$ cat config.mk
export PLATFORM = sky130hd
export DESIGN_NAME = ssfm_top
export DESIGN_NICKNAME = d
export VERILOG_FILES = /design/src/common/ssfm_pkg.sv /design/src/hw/ssfm_top.sv
export VERILOG_INCLUDE_DIRS = /design/src /design/src/common
export SDC_FILE = /design/constraint.sdc
export NUM_CORES = 1
export LEC_CHECK = 0
export BUFFER_PORTS_ARGS = -buffer_cell sky130_fd_sc_hd__buf_2
export CAP_MARGIN = 10
export CORE_ASPECT_RATIO = 0.7
export CORE_MARGIN = 1.5
export CORE_UTILIZATION = 30
export CTS_BUF_LIST = sky130_fd_sc_hd__clkbuf_8
export DETAILED_ROUTE_END_ITERATION = 10
export GPL_ROUTABILITY_DRIVEN = 0
export RECOVER_POWER = 25
export SLEW_MARGIN = 10
export SYNTH_ARGS = -nofsm -noshare
export SYNTH_HDL_FRONTEND = slang
export SYNTH_SLANG_ARGS = --single-unit
export TNS_END_PERCENT = 50
$ cat constraint.sdc
create_clock -name clk -period 2.9 [get_ports clk]
set_clock_uncertainty 0.15 [all_clocks]
set_input_delay 0.145 -clock clk [delete_from_list [all_inputs] [get_ports clk]]
set_output_delay 0.145 -clock clk [all_outputs]
set_load 0.02 [all_outputs]
$ cat src/common/ssfm_cfg.svh
`ifndef SSFM_CFG_SVH
`define SSFM_CFG_SVH

// Clock and monitor timing
`define SSFM_CLK_NS 10
`define SSFM_MS_NS 1000000
`define SSFM_MS_CYC (`SSFM_MS_NS / `SSFM_CLK_NS)

// Command opcodes
`define SSFM_OPC_READ 7'h58
`define SSFM_OPC_ROUTE 5'h18
`define SSFM_OPC_SETUP 8'hd0
`define SSFM_OPC_CLEAR 8'hff

// Setup field codes
`define SSFM_VOLT_OFF 3'h0
`define SSFM_TEMP_ON 2'h3
`define SSFM_IVL_CONT 3'h0

// Reset values
`define SSFM_SETUP_RST 8'h39
`define SSFM_ROUTE_RST 3'h0

// Register offsets on the bus
`define SSFM_REG_CTRL 8'h00
`define SSFM_REG_FAULT 8'h04
`define SSFM_REG_CONFIG 8'h08
`define SSFM_REG_CHAN 8'h0c

// Field positions
`define SSFM_CTRL_TWICE 0
`define SSFM_FAULT_PIN 3
`define SSFM_CONFIG_ROUTE 8

`endif

$ cat src/common/ssfm_pkg.sv
package ssfm_pkg;

   // Second byte of the fail-safe setup command
   typedef struct packed {
      logic [2:0] monitorIntervalField;
      logic [1:0] tempLevelField;
      logic [2:0] voltLevelField;
   } ssfm_setup_t;

   // Status pin routing selection
   typedef struct packed {
      logic flagSelectBit;
      logic [1:0] channelSelectField;
   } ssfm_route_t;

   // Sticky fail-safe flags, in status-byte order D2..D0
   typedef struct packed {
      logic overtempFlag;
      logic undervoltFlag;
      logic transferFaultFlag;
   } ssfm_fault_t;

   // Per-channel flags from the playback engines
   typedef struct packed {
      logic [3:0] playingNFlag;
      logic [3:0] cmdReadyFlag;
   } ssfm_chan_t;

   // Command parser states, Gray along the usual path
   typedef enum logic [2:0] {
      S_CMD = 3'h0,
      S_CMD_DUP = 3'h1,
      S_ARG = 3'h3,
      S_ARG_DUP = 3'h2,
      S_READ = 3'h6
   } ssfm_state_t;

endpackage

$ cat src/hw/ssfm_top.sv
// Operation
// - Status read opcode 1011000 plus source bit
// - Source 0 channel flags, 1 fault flags
// - Byte: busy flags high nibble, ready low
// - Ready low while busy; busy_n low playing
// - Fault byte: zeros, overtemp, undervolt, transfer
// - Any detection raises pin and sets flag
// - Duplicate mismatch in twice mode flags transfer
// - Route opcode 11000, flag select, channel
// - Channel field binary; channel 0 after reset
// - Setup: d0 then interval, temp, volt
// - Voltage level codes, 001 default
// - Two low samples raise undervolt error
// - Temperature codes 00 off, 11 default
// - Two hot samples raise overtemp error
// - Interval codes: continuous, 2 to 128 ms
// - Clear command 0xff lowers error pin
// - Analog faults persist until condition gone
// - Setup two bytes; route, clear one byte
`timescale 1ns/100ps
`include "ssfm_cfg.svh"

module ssfm_top #(
   parameter int MS_CYCLES = `SSFM_MS_CYC
) (
   input wire logic clk,
   input wire logic arst_n,
   input wire logic wb_cyc_i,
   input wire logic wb_stb_i,
   input wire logic wb_we_i,
   input wire logic [7:0] wb_adr_i,
   input wire logic [3:0] wb_sel_i,
   input wire logic [31:0] wb_dat_i,
   output logic [31:0] wb_dat_o,
   output logic wb_ack_o,
   input wire logic serClk,
   input wire logic serSelN,
   input wire logic serDin,
   output logic serDout,
   input wire ssfm_pkg::ssfm_chan_t chanFlags,
   input wire logic voltLow,
   input wire logic tempHigh,
   output ssfm_pkg::ssfm_setup_t monitorSetup,
   output logic errPin,
   output logic statusPin
);
   import ssfm_pkg::*;

   ////////////////////////////////////////////////////////////////////////
   // Helpers

   // Upper seven bits match the status read opcode
   function automatic logic isReadCmd(input logic [7:0] b);
      isReadCmd = (b[7:1] == `SSFM_OPC_READ);
   endfunction

   // Upper five bits match the routing opcode
   function automatic logic isRouteCmd(input logic [7:0] b);
      isRouteCmd = (b[7:3] == `SSFM_OPC_ROUTE);
   endfunction

   // Monitor interval length in milliseconds, code 1 gives 2 ms
   function automatic logic [7:0] intervalMs(input logic [2:0] code);
      intervalMs = 8'h01 << code;
   endfunction

   ////////////////////////////////////////////////////////////////////////
   // Pin input conditioning

   logic [2:0] clkSync;
   logic [2:0] selSync;
   logic [2:0] dinSync;
   logic [2:0] voltSync;
   logic [2:0] tempSync;
   logic clkF;
   logic selNF;
   logic dinF;
   logic voltF;
   logic tempF;
   logic clkPrev;

   // Three stages; a level counts only once stages two and three agree
   always_ff @(posedge clk or negedge arst_n) begin
      if (!arst_n) begin
         clkSync <= 3'h0;
         selSync <= 3'h7;
         dinSync <= 3'h0;
         voltSync <= 3'h0;
         tempSync <= 3'h0;
      end else begin
         clkSync <= {clkSync[1:0], serClk};
         selSync <= {selSync[1:0], serSelN};
         dinSync <= {dinSync[1:0], serDin};
         voltSync <= {voltSync[1:0], voltLow};
         tempSync <= {tempSync[1:0], tempHigh};
      end
   end

   // Filtered levels; the first stage feeds nothing but the second
   always_ff @(posedge clk or negedge arst_n) begin
      if (!arst_n) begin
         clkF <= 1'b0;
         selNF <= 1'b1;
         dinF <= 1'b0;
         voltF <= 1'b0;
         tempF <= 1'b0;
         clkPrev <= 1'b0;
      end else begin
         if (clkSync[2] == clkSync[1]) clkF <= clkSync[2];
         if (selSync[2] == selSync[1]) selNF <= selSync[2];
         if (dinSync[2] == dinSync[1]) dinF <= dinSync[2];
         if (voltSync[2] == voltSync[1]) voltF <= voltSync[2];
         if (tempSync[2] == tempSync[1]) tempF <= tempSync[2];
         clkPrev <= clkF;
      end
   end

   wire sckRise = clkF & ~clkPrev & ~selNF;
   wire sckFall = ~clkF & clkPrev & ~selNF;

   ////////////////////////////////////////////////////////////////////////
   // Serial byte receiver, MSB first, sampled on the rising edge

   logic [2:0] bitCnt;
   logic [6:0] rxShift;
   logic [7:0] rxByte;
   logic byteDone;

   // Deselect drops a partial byte so framing recovers cleanly
   always_ff @(posedge clk or negedge arst_n) begin
      if (!arst_n) begin
         bitCnt <= 3'h0;
         rxShift <= 7'h00;
         rxByte <= 8'h00;
         byteDone <= 1'b0;
      end else begin
         byteDone <= sckRise && (bitCnt == 3'h7);
         if (selNF) begin
            bitCnt <= 3'h0;
         end else if (sckRise) begin
            bitCnt <= bitCnt + 3'h1;
            rxShift <= {rxShift[5:0], dinF};
            if (bitCnt == 3'h7) rxByte <= {rxShift, dinF};
         end
      end
   end

   ////////////////////////////////////////////////////////////////////////
   // Command parser

   logic twiceMode;
   ssfm_state_t state;
   ssfm_state_t next_state;
   logic [7:0] pend;
   logic [7:0] next_pend;
   logic execCmd;
   logic execArg;
   logic [7:0] execByte;
   logic dupMismatch;

   // In twice mode every command and setup argument byte arrives twice; a differing copy is a fault
   always_comb begin
      next_state = state;
      next_pend = pend;
      execCmd = 1'b0;
      execArg = 1'b0;
      execByte = rxByte;
      dupMismatch = 1'b0;
      if (byteDone) begin
         case (state)
            S_CMD: begin
               if (twiceMode) begin
                  next_state = S_CMD_DUP;
                  next_pend = rxByte;
               end else begin
                  execCmd = 1'b1;
               end
            end
            S_CMD_DUP: begin
               execByte = pend;
               execCmd = (rxByte == pend);
               dupMismatch = (rxByte != pend);
               next_state = S_CMD;
            end
            S_ARG: begin
               if (twiceMode) begin
                  next_state = S_ARG_DUP;
                  next_pend = rxByte;
               end else begin
                  execArg = 1'b1;
               end
            end
            S_ARG_DUP: begin
               execByte = pend;
               execArg = (rxByte == pend);
               dupMismatch = (rxByte != pend);
               next_state = S_CMD;
            end
            S_READ: begin
               next_state = S_CMD; // Readback byte carries no command
            end
            default: begin
               next_state = S_CMD;
            end
         endcase
         if (execArg) next_state = S_CMD;
         if (execCmd) begin
            if (execByte == `SSFM_OPC_SETUP) next_state = S_ARG;
            else if (isReadCmd(execByte)) next_state = S_READ;
            else next_state = S_CMD;
         end
      end
   end

   wire doRead = execCmd & isReadCmd(execByte);
   wire doRoute = execCmd & isRouteCmd(execByte);
   wire doClear = execCmd & (execByte == `SSFM_OPC_CLEAR);

   always_ff @(posedge clk or negedge arst_n) begin
      if (!arst_n) begin
         state <= S_CMD;
         pend <= 8'h00;
      end else begin
         state <= next_state;
         pend <= next_pend;
      end
   end

   ////////////////////////////////////////////////////////////////////////
   // Setup and routing registers

   ssfm_route_t route;

   // Setup second byte is taken whole; routing takes the low three bits
   always_ff @(posedge clk or negedge arst_n) begin
      if (!arst_n) begin
         monitorSetup <= ssfm_setup_t'(`SSFM_SETUP_RST);
         route <= ssfm_route_t'(`SSFM_ROUTE_RST);
      end else begin
         if (execArg) monitorSetup <= ssfm_setup_t'(execByte);
         if (doRoute) route <= ssfm_route_t'(execByte[2:0]);
      end
   end

   ////////////////////////////////////////////////////////////////////////
   // Status pin routing

   wire [1:0] routeCh = route.channelSelectField;
   wire routeBit = route.flagSelectBit ? chanFlags.playingNFlag[routeCh]
                                       : chanFlags.cmdReadyFlag[routeCh];

   // Re-registered so the pin never glitches across a routing change
   always_ff @(posedge clk or negedge arst_n) begin
      if (!arst_n) statusPin <= 1'b0;
      else statusPin <= routeBit;
   end

   ////////////////////////////////////////////////////////////////////////
   // Monitor sampling clock

   logic [31:0] msCnt;
   logic [7:0] msIdx;
   wire msTick = (msCnt == 32'(MS_CYCLES - 1));
   wire [2:0] ivl = monitorSetup.monitorIntervalField;
   wire ivlEnd = msTick && (msIdx == intervalMs(ivl) - 8'h01);
   wire sampleTick = (ivl == `SSFM_IVL_CONT) | ivlEnd;

   // Millisecond divider, then milliseconds within the interval
   always_ff @(posedge clk or negedge arst_n) begin
      if (!arst_n) begin
         msCnt <= 32'h0;
         msIdx <= 8'h00;
      end else begin
         msCnt <= msTick ? 32'h0 : msCnt + 32'h1;
         if (ivlEnd || msIdx >= intervalMs(ivl)) msIdx <= 8'h00;
         else if (msTick) msIdx <= msIdx + 8'h01;
      end
   end

   ////////////////////////////////////////////////////////////////////////
   // Threshold detection, two hits in a row

   wire voltOn = (monitorSetup.voltLevelField != `SSFM_VOLT_OFF);
   wire tempOn = (monitorSetup.tempLevelField == `SSFM_TEMP_ON);
   logic [1:0] voltHits;
   logic [1:0] tempHits;
   wire voltHit = voltOn & voltF;
   wire tempHit = tempOn & tempF;
   wire voltDetect = sampleTick & voltHit & (voltHits != 2'h0);
   wire tempDetect = sampleTick & tempHit & (tempHits != 2'h0);
   wire voltGone = ~voltHit; // Last look found the supply healthy
   wire tempGone = ~tempHit;

   // A single good sample restarts the count; one glitch never trips
   always_ff @(posedge clk or negedge arst_n) begin
      if (!arst_n) begin
         voltHits <= 2'h0;
         tempHits <= 2'h0;
      end else begin
         if (!voltOn) voltHits <= 2'h0;
         else if (sampleTick) voltHits <= voltHit ? 2'h2 : 2'h0;
         if (!tempOn) tempHits <= 2'h0;
         else if (sampleTick) tempHits <= tempHit ? 2'h2 : 2'h0;
      end
   end

   ////////////////////////////////////////////////////////////////////////
   // Fault flags and error pin

   ssfm_fault_t fault;
   ssfm_fault_t next_fault;
   logic voltClrPend;
   logic tempClrPend;

   // Set always wins over clear; analog faults wait for the fault to go
   always_comb begin
      next_fault = fault;
      if (doClear) next_fault.transferFaultFlag = 1'b0;
      if ((doClear || voltClrPend) && voltGone) begin
         next_fault.undervoltFlag = 1'b0;
      end
      if ((doClear || tempClrPend) && tempGone) begin
         next_fault.overtempFlag = 1'b0;
      end
      if (dupMismatch) next_fault.transferFaultFlag = 1'b1;
      if (voltDetect) next_fault.undervoltFlag = 1'b1;
      if (tempDetect) next_fault.overtempFlag = 1'b1;
   end

   always_ff @(posedge clk or negedge arst_n) begin
      if (!arst_n) begin
         fault <= ssfm_fault_t'(3'h0);
         errPin <= 1'b0;
         voltClrPend <= 1'b0;
         tempClrPend <= 1'b0;
      end else begin
         fault <= next_fault;
         errPin <= |next_fault;
         voltClrPend <= next_fault.undervoltFlag & (voltClrPend | doClear);
         tempClrPend <= next_fault.overtempFlag & (tempClrPend | doClear);
      end
   end

   ////////////////////////////////////////////////////////////////////////
   // Status readback shifter

   wire [7:0] chanByte = {chanFlags.playingNFlag,
                          chanFlags.cmdReadyFlag};
   wire [7:0] faultByte = {5'h00, fault};
   wire [7:0] statusByte = execByte[0] ? faultByte : chanByte;
   logic [7:0] txShift;

   // Shift only on falls inside a byte, so the fall that ends the
   // command byte cannot eat bit 7 before the host samples it
   always_ff @(posedge clk or negedge arst_n) begin
      if (!arst_n) txShift <= 8'h00;
      else if (doRead) txShift <= statusByte;
      else if (sckFall && bitCnt != 3'h0) txShift <= {txShift[6:0], 1'b0};
   end

   assign serDout = txShift[7];

   ////////////////////////////////////////////////////////////////////////
   // Wishbone slave

   wire wbReq = wb_cyc_i & wb_stb_i & ~wb_ack_o;
   wire wbWr = wbReq & wb_we_i;
   wire selCtrl = (wb_adr_i == `SSFM_REG_CTRL);
   wire [31:0] configWord = {21'h0, route, monitorSetup};
   wire [31:0] faultWord = {28'h0, errPin, fault};
   wire [31:0] rdMux = selCtrl ? {31'h0, twiceMode}
                     : (wb_adr_i == `SSFM_REG_FAULT) ? faultWord
                     : (wb_adr_i == `SSFM_REG_CONFIG) ? configWord
                     : (wb_adr_i == `SSFM_REG_CHAN) ? {24'h0, chanByte}
                     : 32'h0;

   // One-cycle answer; unmapped offsets ack with zero and ignore writes
   always_ff @(posedge clk or negedge arst_n) begin
      if (!arst_n) begin
         wb_ack_o <= 1'b0;
         wb_dat_o <= 32'h0;
         twiceMode <= 1'b0;
      end else begin
         wb_ack_o <= wbReq;
         wb_dat_o <= wbReq ? rdMux : 32'h0;
         if (wbWr && selCtrl && wb_sel_i[0]) begin
            twiceMode <= wb_dat_i[`SSFM_CTRL_TWICE];
         end
      end
   end

endmodule

# After elaboration in Yosys (flattened, before gate mapping)

Index checks and enable logic that the tools add are counted.

Memories: 0
ROM bits: 0
Bits in latches: 0
Bits in writable memories: 0
Logic and storage cells: 173
Output and inout port bits: 44
Register bits after elaboration: 134

Equal/unequal tests: 26
Shift operators: 1
Reductions and logical operators: 27
Magnitude comparators: 2
Divide/modulo/power cells: 0
Add/subtract/negate cells: 4
Bitwise gates (word level): 27
Multipliers: 0
Mux-type cells: 49

Operator list:

| kind                                                                    | number |
|---|---|
| 8-bit 2-to-1 mux                                                        | 9 |
| 11-bit 2-to-1 mux                                                       | 4 |
| 32-bit by 1-bit adder with 32-bit output, second input constant         | 1 |
| 32-bit by 17-bit equality test with 1-bit output, second input constant | 1 |
| 32-bit 2-to-1 mux                                                       | 1 |
| 3-bit 2-to-1 mux                                                        | 8 |
| 1-bit AND                                                               | 18 |
| 8-bit by 4-bit equality test with 1-bit output, second input constant   | 2 |
| 8-bit equality test                                                     | 2 |
| 8-bit equality test, second input constant                              | 2 |
| 1-bit 2-to-1 mux                                                        | 16 |
| 7-bit equality test, second input constant                              | 2 |
| 2-bit 2-to-1 mux                                                        | 6 |
| 2-bit nonzero test                                                      | 5 |
| 3-bit AND reduction                                                     | 3 |
| 8-bit by 1-bit adder with 8-bit output, second input constant           | 1 |
| 8-bit by 3-bit equality test with 1-bit output, second input constant   | 1 |
| 8-bit greater-or-equal comparator                                       | 1 |
| 8-bit zero test                                                         | 1 |
| 4-bit != test, second input constant                                    | 2 |
| 8-bit != test                                                           | 1 |
| 1-bit by 3-bit left shift with 8-bit output, first input constant       | 1 |
| 8-bit by 1-bit subtractor with 8-bit output, second input constant      | 1 |
| 1-bit logical AND                                                       | 7 |
| 20 further kinds                                                        | 40 |

# Logic depth before layout (Yosys ltp)

Gate-level depths: netlist (run 1).

Depth in word-level cells: 12
Gate-level depth with buffers: 9

# Least setup slack after synthesis (run 1)

Ideal clock, no wire load.

Path type: register to register
Start: register monitorSetup, in the netlist ivl[0]
End: register errPin
Data arrival time: 2.210 ns
Path slack: 0.401 ns
Required time: 2.611 ns
Clock period less this slack: 2.499 ns
Stages on the path, launching flop included: 9
Path through: dfstp_2 > clkbuf_1 > nor3_1 > ha_1 > a211o_1 > nor3_1 > a31oi_1 > nor2_1 > or4_1

Cells in the longest elaborated chain, start to end: 9
Elaborated cells between the ends (all ways): 13

Ends and longest elaborated chain:

| item                                        | line                             | RTL |
|---|---|---|
| start, declared                             | ssfm_top.sv:43                   | `output ssfm_pkg::ssfm_setup_t monitorSetup,` |
| start signal, assigned                      | ssfm_top.sv:237                  | `` monitorSetup <= ssfm_setup_t'(`SSFM_SETUP_RST); `` |
| start signal, assigned                      | ssfm_top.sv:240                  | `if (execArg) monitorSetup <= ssfm_setup_t'(execByte);` |
| 1-bit by 3-bit left shift with 8-bit output | ssfm_top.sv:64                   | `intervalMs = 8'h01 << code;` |
| 8-bit by 1-bit subtractor with 8-bit output | ssfm_top.sv:265                  | `wire ivlEnd = msTick && (msIdx == intervalMs(ivl) - 8'h01);` |
| 8-bit equality test                         | ssfm_top.sv:265                  |  |
| 1-bit logical AND                           | ssfm_top.sv:265                  |  |
| 1-bit bitwise OR (*)                        | ssfm_top.sv:266                  | `` wire sampleTick = (ivl == `SSFM_IVL_CONT) \| ivlEnd; `` |
| 1-bit AND (on tied branches) (2 in a row)   | ssfm_top.sv:289, ssfm_top.sv:290 |  |
| 1-bit 2-to-1 mux (on tied branches)         | ssfm_top.sv:326, ssfm_top.sv:327 |  |
| 3-bit OR reduction (*)                      | ssfm_top.sv:338                  | `errPin <= \|next_fault;` |
| end signal, assigned                        | ssfm_top.sv:338                  |  |
| end, declared                               | ssfm_top.sv:44                   | `output logic errPin,` |

Mark *: on every way between the ends. The rest lies on a longest branch, timed or not.
A chain may end at the register's enable or synchronous reset.

# Final worst setup path (run 1)

Start: input port wb_stb_i
End: register twiceMode

Cells in the longest elaborated chain, start to end: 5

Ends and longest elaborated chain:

| item                           | line            | RTL |
|---|---|---|
| start, declared                | ssfm_top.sv:29  | `input wire logic wb_stb_i,` |
| 1-bit AND (2 in a row)         | ssfm_top.sv:366 | `wire wbReq = wb_cyc_i & wb_stb_i & ~wb_ack_o;` |
| named net wbReq                | ssfm_top.sv:366 |  |
| 1-bit AND                      | ssfm_top.sv:367 | `wire wbWr = wbReq & wb_we_i;` |
| 1-bit logical AND (2 in a row) | ssfm_top.sv:386 | `if (wbWr && selCtrl && wb_sel_i[0]) begin` |
| end signal, assigned           | ssfm_top.sv:387 | `` twiceMode <= wb_dat_i[`SSFM_CTRL_TWICE]; `` |
| end, declared                  | ssfm_top.sv:151 | `logic twiceMode;` |

The timed path passes the listed nets, and every way through them passes these cells.

==> results of run 1 <==
==> state kept, by name, indices dropped and copies added, names as in the netlist, 5 cells and up <==
name	count
msIdx	8
rxShift	7
monitorSetup	5
wb_dat_o	11
rxByte	8
pend	8
msCnt	32
txShift	8
==> kinds of logic after synthesis <==
| group | Yosys count | synth area share (%) |
|---|---|---|
| AND/OR/NAND/NOR | 199 | 16.15 |
| flip-flops | 132 | 51.16 |
| multiplexers | 79 | 13.70 |
| buffers and inverters | 54 | 4.869 |
| XOR/XNOR | 47 | 6.356 |
| AO/OA/AOI/OAI | 43 | 4.424 |
| adder cells (fa/ha/maj) | 18 | 3.284 |
| other | 1 | 0.05790 |
==> power groups by stage <==
stage | combinational (mW) | clock [mW] | sequential (mW)
5_1_grt | 0.273 | 1.65 | 2.00
3_5_place_dp | 0.228 | 0 | 2.03
2_1_floorplan | 0.162 | 0 | 2.01
6_report | 0.243 | 1.51 | 1.99
4_1_cts | 0.251 | 1.57 | 1.99
3_3_place_gp | 0.222 | 0 | 2.03
==> metal layers <==
layer  global-route usage, %  part of all wire (%)  wire (um)
met1                   20.41                    55       7527
met2                   16.83                    39       5296
met3                   3.019                   4.9        667
met4                   4.118                  0.53         72
met5                       0                     0          0
==> repair_timing <==
action / CTS / global route
resized for setup: 0 / 3
endpoints found under the hold margin: 128 / 0
setup endpoints to repair: 0 / 2
hold buffers: 24 / 0
==> critical path: cells and delay by family <==
kind / cells / cell delay, ps
buf+inv: 4 / 1730
mux: 1 / 360
simple gates: 4 / 740
==> synthesized netlist by cell type (3+ instances only) <==
cell / count / area [sq um]
a211o_1: 3 / 26.28
a21oi_1: 7 / 35.03
a22oi_1: 3 / 22.52
a31oi_1: 6 / 37.54
and2_1: 6 / 37.54
and3_1: 9 / 56.30
and4_1: 6 / 52.55
buf_4: 30 / 225.2
clkbuf_1: 13 / 48.80
dfrtp_1: 124 / 3103
dfstp_2: 8 / 210.2
ha_1: 13 / 162.7
inv_1: 9 / 33.78
maj3_1: 5 / 50.05
mux2_2: 47 / 529.3
mux2i_1: 29 / 290.3
mux4_2: 3 / 67.56
nand2_1: 38 / 142.6
nand2b_1: 5 / 31.28
nand3_1: 27 / 135.1
nand3b_1: 3 / 22.52
nand4_1: 11 / 68.82
nor2_1: 48 / 180.2
nor2b_1: 11 / 68.82
nor3_1: 5 / 25.02
nor3b_1: 3 / 22.52
nor4_1: 10 / 62.56
nor4b_1: 5 / 43.79
o21ai_0: 9 / 45.04
or3b_2: 4 / 35.03
xnor2_1: 30 / 262.8
xor2_1: 17 / 148.9
==> cell type report <==
type                            instances  area, sq um  share of cell area (%)
Clock buffer                           18        247.7                   3.225
Multi-Input combinational cell        407         2940                   38.27
Tap cell                              276        345.3                   4.495
Sequential cell                       132         3313                   43.13
Timing Repair Buffer                   97        663.1                   8.632
Clock inverter                         14        138.9                   1.808
Inverter                                9        33.78                  0.4397
==> worst max path at each step <==
| stage | depth (start not counted) | slack [ps] | start | to |
|---|---|---|---|---|
| floorplan | 8 | 400 | ivl[0] | errPin |
| global placement | 7 | 320 | ivl[0] | tempClrPend |
| detailed placement | 7 | 280 | ivl[0] | tempClrPend |
| CTS | 8 | 50 | wb_adr_i[6] | twiceMode |
| global route | 9 | -70 | wb_stb_i | twiceMode |
| finish | 9 | 80 | wb_stb_i | twiceMode |
==> metrics by stage <==
step / utilization [%] / power (mW) / instances / hold slack [ps]
after global placement: 33.64 / 2.249 / 897 / -37.82
after detailed placement: 33.64 / 2.256 / 897 / -33.63
after CTS: 36.63 / 3.813 / 953 / 0.2620
final: 36.63 / 3.750 / 953 / 44.65
after floorplan: - / 2.172 / 593 / -300.6
after global routing: 36.63 / 3.931 / 953 / 39.08
==> results.json, run 1 <==
{
  "grt_pass1_vias": 4284,
  "die_h_um": 125.9,
  "cts-root-buf": "clkbuf_8",
  "path_max_fanout": 5,
  "cpMostUsedCell": "dlygate4sd3_1",
  "drive_gt1_share_pct": 25.26,
  "synthCells": 573,
  "boundaryPins": 106,
  "clock_power_share_pct": 40.4,
  "r2r_end": "errPin",
  "powerDensity_nw_per_um2": 488.1,
  "fin_nets": 739,
  "grt_max_degree": 56,
  "drc_errors": 0,
  "vias": 4423,
  "min_path_cells": 5,
  "num_antenna_cells": 0,
  "cp_slowest_stage_delay_ps": 560,
  "tritoncts": "built",
  "status": "complete, no violations",
  "rows": 44,
  "worstHoldPathType": "in2reg",
  "power_frac_comb_pct": 6.5,
  "dieArea_sq_um": 22490,
  "yosys_warnings": 0,
  "clock_latency_ps": 440,
  "required_ps": 3060,
  "port_buffers": 50,
  "power_frac_seq_pct": 53.1,
  "ir_drop_uv": 276.5,
  "clk_path_buf_depth": 2,
  "htree_levels": 4,
  "fin_crit_ps": 2816,
  "design_area_sq_um": 7682,
  "period_share_pct": 97.10,
  "syn_to_final_growth_pct": 18.62,
  "layout_commonest_cell": "dfrtp_1",
  "slew_headroom_pct": 17.66,
  "slowest_stage": "dlygate4sd3_1",
  "drtIter0Drc": 217,
  "final_cell_mix": "dfrtp_1, buf_2, nor2_1",
  "place_area_sq_um": 7057,
  "ys_seq_elements": 132,
  "cp-start-kind": "input pin",
  "fill_cells": 2067,
  "wl_per_cell_um": 14.23,
  "fmax_ghz": 0.3551,
  "rsz0062_at_grt": "true",
  "place_ws_ps": 278.0,
  "ant_nets": 0,
  "criticalPathCategory": "in2reg",
  "synth_top_flop_cell": "dfrtp_1",
  "fp.dieW_um": 178.6,
  "numCtsBuffers": 17,
  "leakagePower_nw": 3.598,
  "gr-total-overflow": 0,
  "crit_path_end_kind": "flop",
  "ys_seq_area_share_pct": 51.16,
  "grt_first_pass_wirelength_um": 22660,
  "grtUsageTotal_pct": 12.88,
  "yosysUniqueCellTypes": 52,
  "dpl.hpwl_um": 9439,
  "synth-edff-count": 0,
  "max_cap_violations": 0,
  "viasPerCell": 4.641,
  "hold_violations": 0,
  "setup-violations-final": 0,
  "r2r_cells": 6,
  "whs_endpoint": "wb_dat_o[10]",
  "reg2reg_from": "pend[2]",
  "min-delay-start": "wb_adr_i[5]",
  "synth_area_per_cell_sq_um": 11.30,
  "switchingPower_mw": 0.9202,
  "final.setup.tns_ps": 0,
  "core_sq_um": 20980,
  "r2r_setup_slack_ps": 280,
  "worst_pin_slew_ps": 1235,
  "clk_pin_slew_ps": 70,
  "maxSlewViolCount": 0,
  "drtPass1Iterations": 4,
  "synth-async-reset-ratio_pct": 100.0,
  "synthesis.area_sq_um": 6476,
  "post_cts_buffers": 0,
  "arrival_ps": 2980,
  "p_int_mw": 2.830,
  "swShare_pct": 24.54,
  "clock-sinks": 132,
  "drt_wl_total_um": 13560,
  "path_cells": "dlygate4sd3_1 > buf_2 > nand2_1 > dlygate4sd3_1 > nor2_1 > nand3_1 > nor4_2 > mux2_2 > dlygate4sd3_1",
  "start_util_pct": 30.88,
  "setup_slack_ps": 84.05,
  "antenna_found_initial": 0
}
Power figures use the tool's default switching activity.
==> run 2, diff against run 1 <==
- BUFFER_PORTS_ARGS: -buffer_cell sky130_fd_sc_hd__buf_2 -> -buffer_cell sky130_fd_sc_hd__buf_4
==> results.json, run 2 (synthesized netlist as in run 1, its figures left out) <==
{
  "drive_gt1_share_pct": 25.40,
  "clock-sinks": 132,
  "layout_commonest_cell": "dfrtp_1",
  "fmax_ghz": 0.3532,
  "grt_max_degree": 65,
  "die_h_um": 125.9,
  "drc_errors": 0,
  "maxSlewViolCount": 65,
  "powerDensity_nw_per_um2": 510.9,
  "drtIter0Drc": 321,
  "clk_path_buf_depth": 2,
  "worst_pin_slew_ps": 1657,
  "status": "complete, but fails checks",
  "core_sq_um": 20980,
  "reg2reg_from": "state[1]",
  "fill_cells": 2079,
  "top_regs": "msCnt x32, wb_dat_o x11",
  "r2r_end": "errPin",
  "endpoint": "twiceMode",
  "period_share_pct": 97.62,
  "cts-root-buf": "clkbuf_8",
  "cp-start-kind": "input pin",
  "ant_nets": 0,
  "arrival_ps": 3010,
  "viasPerCell": 4.662,
  "tritoncts": "built",
  "worstHoldPathType": "in2reg",
  "criticalPathCategory": "in2reg",
  "crit_start": "wb_adr_i[6]",
  "clock_latency_ps": 450,
  "fin_nets": 747,
  "failed_checks": "capacitance limit, slew limit",
  "boundaryPins": 106,
  "required_ps": 3080,
  "max_cap_violations": 1,
  "clk_pin_slew_ps": 70,
  "grtUsageTotal_pct": 13.52,
  "grt_first_pass_wirelength_um": 23560,
  "htree_levels": 4,
  "crit_path_end_kind": "flop",
  "drt_wl_total_um": 14150,
  "grt_pass1_vias": 4415,
  "dpl.hpwl_um": 9803,
  "gr-total-overflow": 0,
  "post_cts_buffers": 0,
  "ir_drop_uv": 289.3,
  "path_max_fanout": 5,
  "fin_crit_ps": 2831,
  "r2r_setup_slack_ps": 280,
  "worst_hold_slack_ps": 123.7,
  "final.setup.tns_ps": 0,
  "rsz0062_at_grt": "false",
  "r2r_cells": 6,
  "dieArea_sq_um": 22490,
  "slew_headroom_pct": -10.48,
  "start_util_pct": 30.88,
  "hold_violations": 0,
  "setup_slack_ps": 68.92,
  "largest_reg_flops": 32,
  "place_ws_ps": 285.8,
  "vias": 4480,
  "wl_per_cell_um": 14.72,
  "syn_to_final_growth_pct": 22.66,
  "rows": 44,
  "final_util_pct": 37.87,
  "num_antenna_cells": 0,
  "finalPower_mw": 4.058,
  "setup-violations-final": 0,
  "numCtsBuffers": 17,
  "top_register": "msCnt",
  "fp.dieW_um": 178.6,
  "final_cell_mix": "dfrtp_1, buf_4, nor2_1",
  "leakagePower_nw": 3.693,
  "antenna_found_initial": 0,
  "port_buffers": 50,
  "drtPass1Iterations": 4
}
run 2: changes by cell type in the layout (fill, tap and decap cells not counted), sizes merged:
cell,previous run,this run
inv,13,11
dlygate4sd3,24,29
clkinvlp,4,3
clkbuf,20,24
bufinv,2,5
buf,71,70
run 2: power breakdown:
group	internal (mW)	switching, mW
logic	0.130	0.130
registers	1.93	0.0611
clock network	1.04	0.762
total	3.11	0.952
run 2: worst min-delay path by stage:
stage / start / to / slack, ps / cells past startpoint
global placement: arst_n / wb_dat_o[4] / 20 / 1
detailed placement: arst_n / wb_dat_o[4] / 30 / 1
finish: wb_adr_i[1] / wb_dat_o[10] / 120 / 5
global route: wb_adr_i[1] / wb_dat_o[10] / 140 / 5
floorplan: arst_n / bitCnt[0] / -300 / 0
CTS: wb_adr_i[1] / wb_dat_o[10] / 100 / 5
run 2: worst max-delay path, stage by stage:
cell           delay [ps]
dlygate4sd3_1         550
buf_4                 130
nor4_1                210
dlygate4sd3_1         660
nand3_2               150
nor4_2                250
mux2_2                350
dlygate4sd3_1         560
run 2: stage by stage:
stage,cells,instance area [sq um]
finish,961,7944
global route,961,7944
CTS,961,7939
detailed placement,900,7189
global placement,900,7189
floorplan,593,6551
run 2: area by class of cell:
cell class	instances	area, sq um	area share (%)
Clock buffer	18	247.7	3.119
Clock inverter	14	211.5	2.662
Inverter	9	33.78	0.4253
Multi-Input combinational cell	407	2934	36.93
Sequential cell	132	3313	41.71
Tap cell	276	345.3	4.347
Timing Repair Buffer	105	858.3	10.80
run 2: repair_timing:
item | 4_1_cts | 5_1_grt
resized for setup | 0 | 2
setup endpoints to repair | 0 | 1
hold buffers | 29 | 0
hold endpoints to repair | 92 | 0
run 2: metal layers:
layer  track usage, %  wire length, um  up-vias
met3            3.865              624       11
met1            20.89             7765     2211
li1                 -                -     2176
met2            18.13             5647       82
met5                0                0        -
met4            3.529              113        0
==> run 3, diff against run 2 <==
- CORE_MARGIN: 1.5 -> not set
- TNS_END_PERCENT: 50 -> not set
==> results.json, run 3 (synthesized netlist as in run 1, its figures left out) <==
{
  "vias": 4406,
  "required_ps": 3080,
  "grtUsageTotal_pct": 13.35,
  "start_util_pct": 30.96,
  "drt_wl_total_um": 13720,
  "dpl.hpwl_um": 9553,
  "crit_buf_inv": 4,
  "clock-sinks": 132,
  "cts-root-buf": "clkbuf_8",
  "r2r_cells": 6,
  "setup-violations-final": 0,
  "switchingPower_mw": 0.9297,
  "htree_levels": 4,
  "arrival_ps": 2980,
  "r2r_setup_slack_ps": 320,
  "place_area_sq_um": 7179,
  "place_ws_ps": 322.5,
  "leakagePower_nw": 3.669,
  "rows": 44,
  "final_cell_mix": "dfrtp_1, buf_4, nor2_1",
  "layout_commonest_cell": "dfrtp_1",
  "fin_nets": 742,
  "clock_power_share_pct": 43.7,
  "fmax_ghz": 0.3571,
  "cp_slowest_stage_delay_ps": 650,
  "drtIter0Drc": 237,
  "numCtsBuffers": 17,
  "die_h_um": 124.9,
  "swShare_pct": 23.25,
  "power_frac_comb_pct": 6.4,
  "worst_pin_slew_ps": 1859,
  "max_cap_violations": 1,
  "setup_slack_ps": 99.31,
  "viasPerCell": 4.609,
  "cpMostUsedCell": "dlygate4sd3_1",
  "maxSlewViolCount": 74,
  "failed_checks": "capacitance limit, slew limit",
  "rsz0062_at_grt": "false",
  "worstHoldPathType": "in2reg",
  "ir_drop_uv": 300.7,
  "cp-start-kind": "input pin",
  "antenna_found_initial": 0,
  "gr-total-overflow": 0,
  "core_sq_um": 20920,
  "min_path_cells": 5,
  "path_max_fanout": 5,
  "boundaryPins": 106,
  "min-delay-start": "wb_adr_i[0]",
  "whs_endpoint": "wb_dat_o[8]",
  "hold_violations": 0,
  "clk_pin_slew_ps": 70,
  "drive_gt1_share_pct": 25.29,
  "status": "complete, but fails checks",
  "grt_pass1_vias": 4334,
  "tritoncts": "built",
  "slowest_stage": "dlygate4sd3_1",
  "clk_path_buf_depth": 2,
  "top_register": "msCnt",
  "drtPass1Iterations": 4,
  "drc_errors": 0,
  "criticalPathCategory": "in2reg",
  "r2r_end": "errPin",
  "port_buffers": 50,
  "crit_path_end_kind": "flop",
  "path_delay_family": "buffers and inverters",
  "dieArea_sq_um": 22190,
  "final.setup.tns_ps": 0,
  "fin_crit_ps": 2801,
  "design_area_sq_um": 7906,
  "syn_to_final_growth_pct": 22.08,
  "powerDensity_nw_per_um2": 505.8,
  "top_regs": "msCnt x32, wb_dat_o x11",
  "largest_reg_flops": 32,
  "p_int_mw": 3.069,
  "grt_first_pass_wirelength_um": 22830,
  "reg2reg_from": "pend[1]",
  "grt_max_degree": 75,
  "slew_headroom_pct": -23.91,
  "wl_per_cell_um": 14.35,
  "num_antenna_cells": 0,
  "power_frac_seq_pct": 49.9,
  "fp.dieW_um": 177.6,
  "period_share_pct": 96.58,
  "clock_latency_ps": 450,
  "ant_nets": 0,
  "path_cells": "dlygate4sd3_1 > buf_4 > nor4_1 > dlygate4sd3_1 > nand3_2 > nor4_2 > mux2_2 > dlygate4sd3_1"
}
[run 3: tightest hold or removal path, stage by stage]
cell	delay (ps)
buf_4	80
nor2_1	40
nand4_1	140
nor2_1	70
and2_1	150
[run 3: how the worst max path moves through the flow]
stage,start,endpoint,slack [ps],depth (start not counted)
detailed placement,ivl[0],tempClrPend,320,7
global route,wb_adr_i[6],twiceMode,20,8
CTS,wb_adr_i[6],twiceMode,120,8
floorplan,ivl[0],errPin,400,8
global placement,ivl[0],tempClrPend,350,7
finish,wb_adr_i[6],twiceMode,100,8
[run 3: metrics by stage]
step / power (mW) / hold WS, ps / util [%] / cells
final: 3.999 / 58.65 / 37.79 / 956
after detailed placement: 2.264 / 63.84 / 34.32 / 897
after floorplan: 2.172 / -300.6 / - / 593
after CTS: 4.056 / 40.37 / 37.77 / 956
after global placement: 2.259 / 68.70 / 34.32 / 897
after global routing: 4.181 / 70.80 / 37.79 / 956
[run 3: cell type report]
type / instances / area, sq um
Multi-Input combinational cell: 407 / 2934
Clock inverter: 12 / 176.4
Tap cell: 276 / 345.3
Clock buffer: 20 / 275.3
Sequential cell: 132 / 3313
Fill cell: 2064 / 13010
Inverter: 9 / 33.78
Timing Repair Buffer: 100 / 828.3
[run 3: power by group through the flow]
stage          Combinational, mW  Sequential (mW)  Clock [mW]
4_1_cts                    0.260             1.99        1.80
2_1_floorplan              0.162             2.01           0
3_5_place_dp               0.236             2.03           0
3_3_place_gp               0.231             2.03           0
6_report                   0.255             1.99        1.75
5_1_grt                    0.286             2.01        1.89
[run 3: metal layers]
layer	up-vias	GRT usage, %	wire, um
li1	2169	-	-
met1	2142	20.48	7334
met2	82	17.83	5588
met3	13	3.846	683
met4	0	3.771	115
met5	-	0	0
[run 3: timing repair]
item / CTS / global route
endpoints found under the setup margin: 0 / 1
hold buffers: 27 / 0
buffers inserted: 0 / 0
gates resized for setup: 0 / 2
endpoints found under the hold margin: 98 / 0
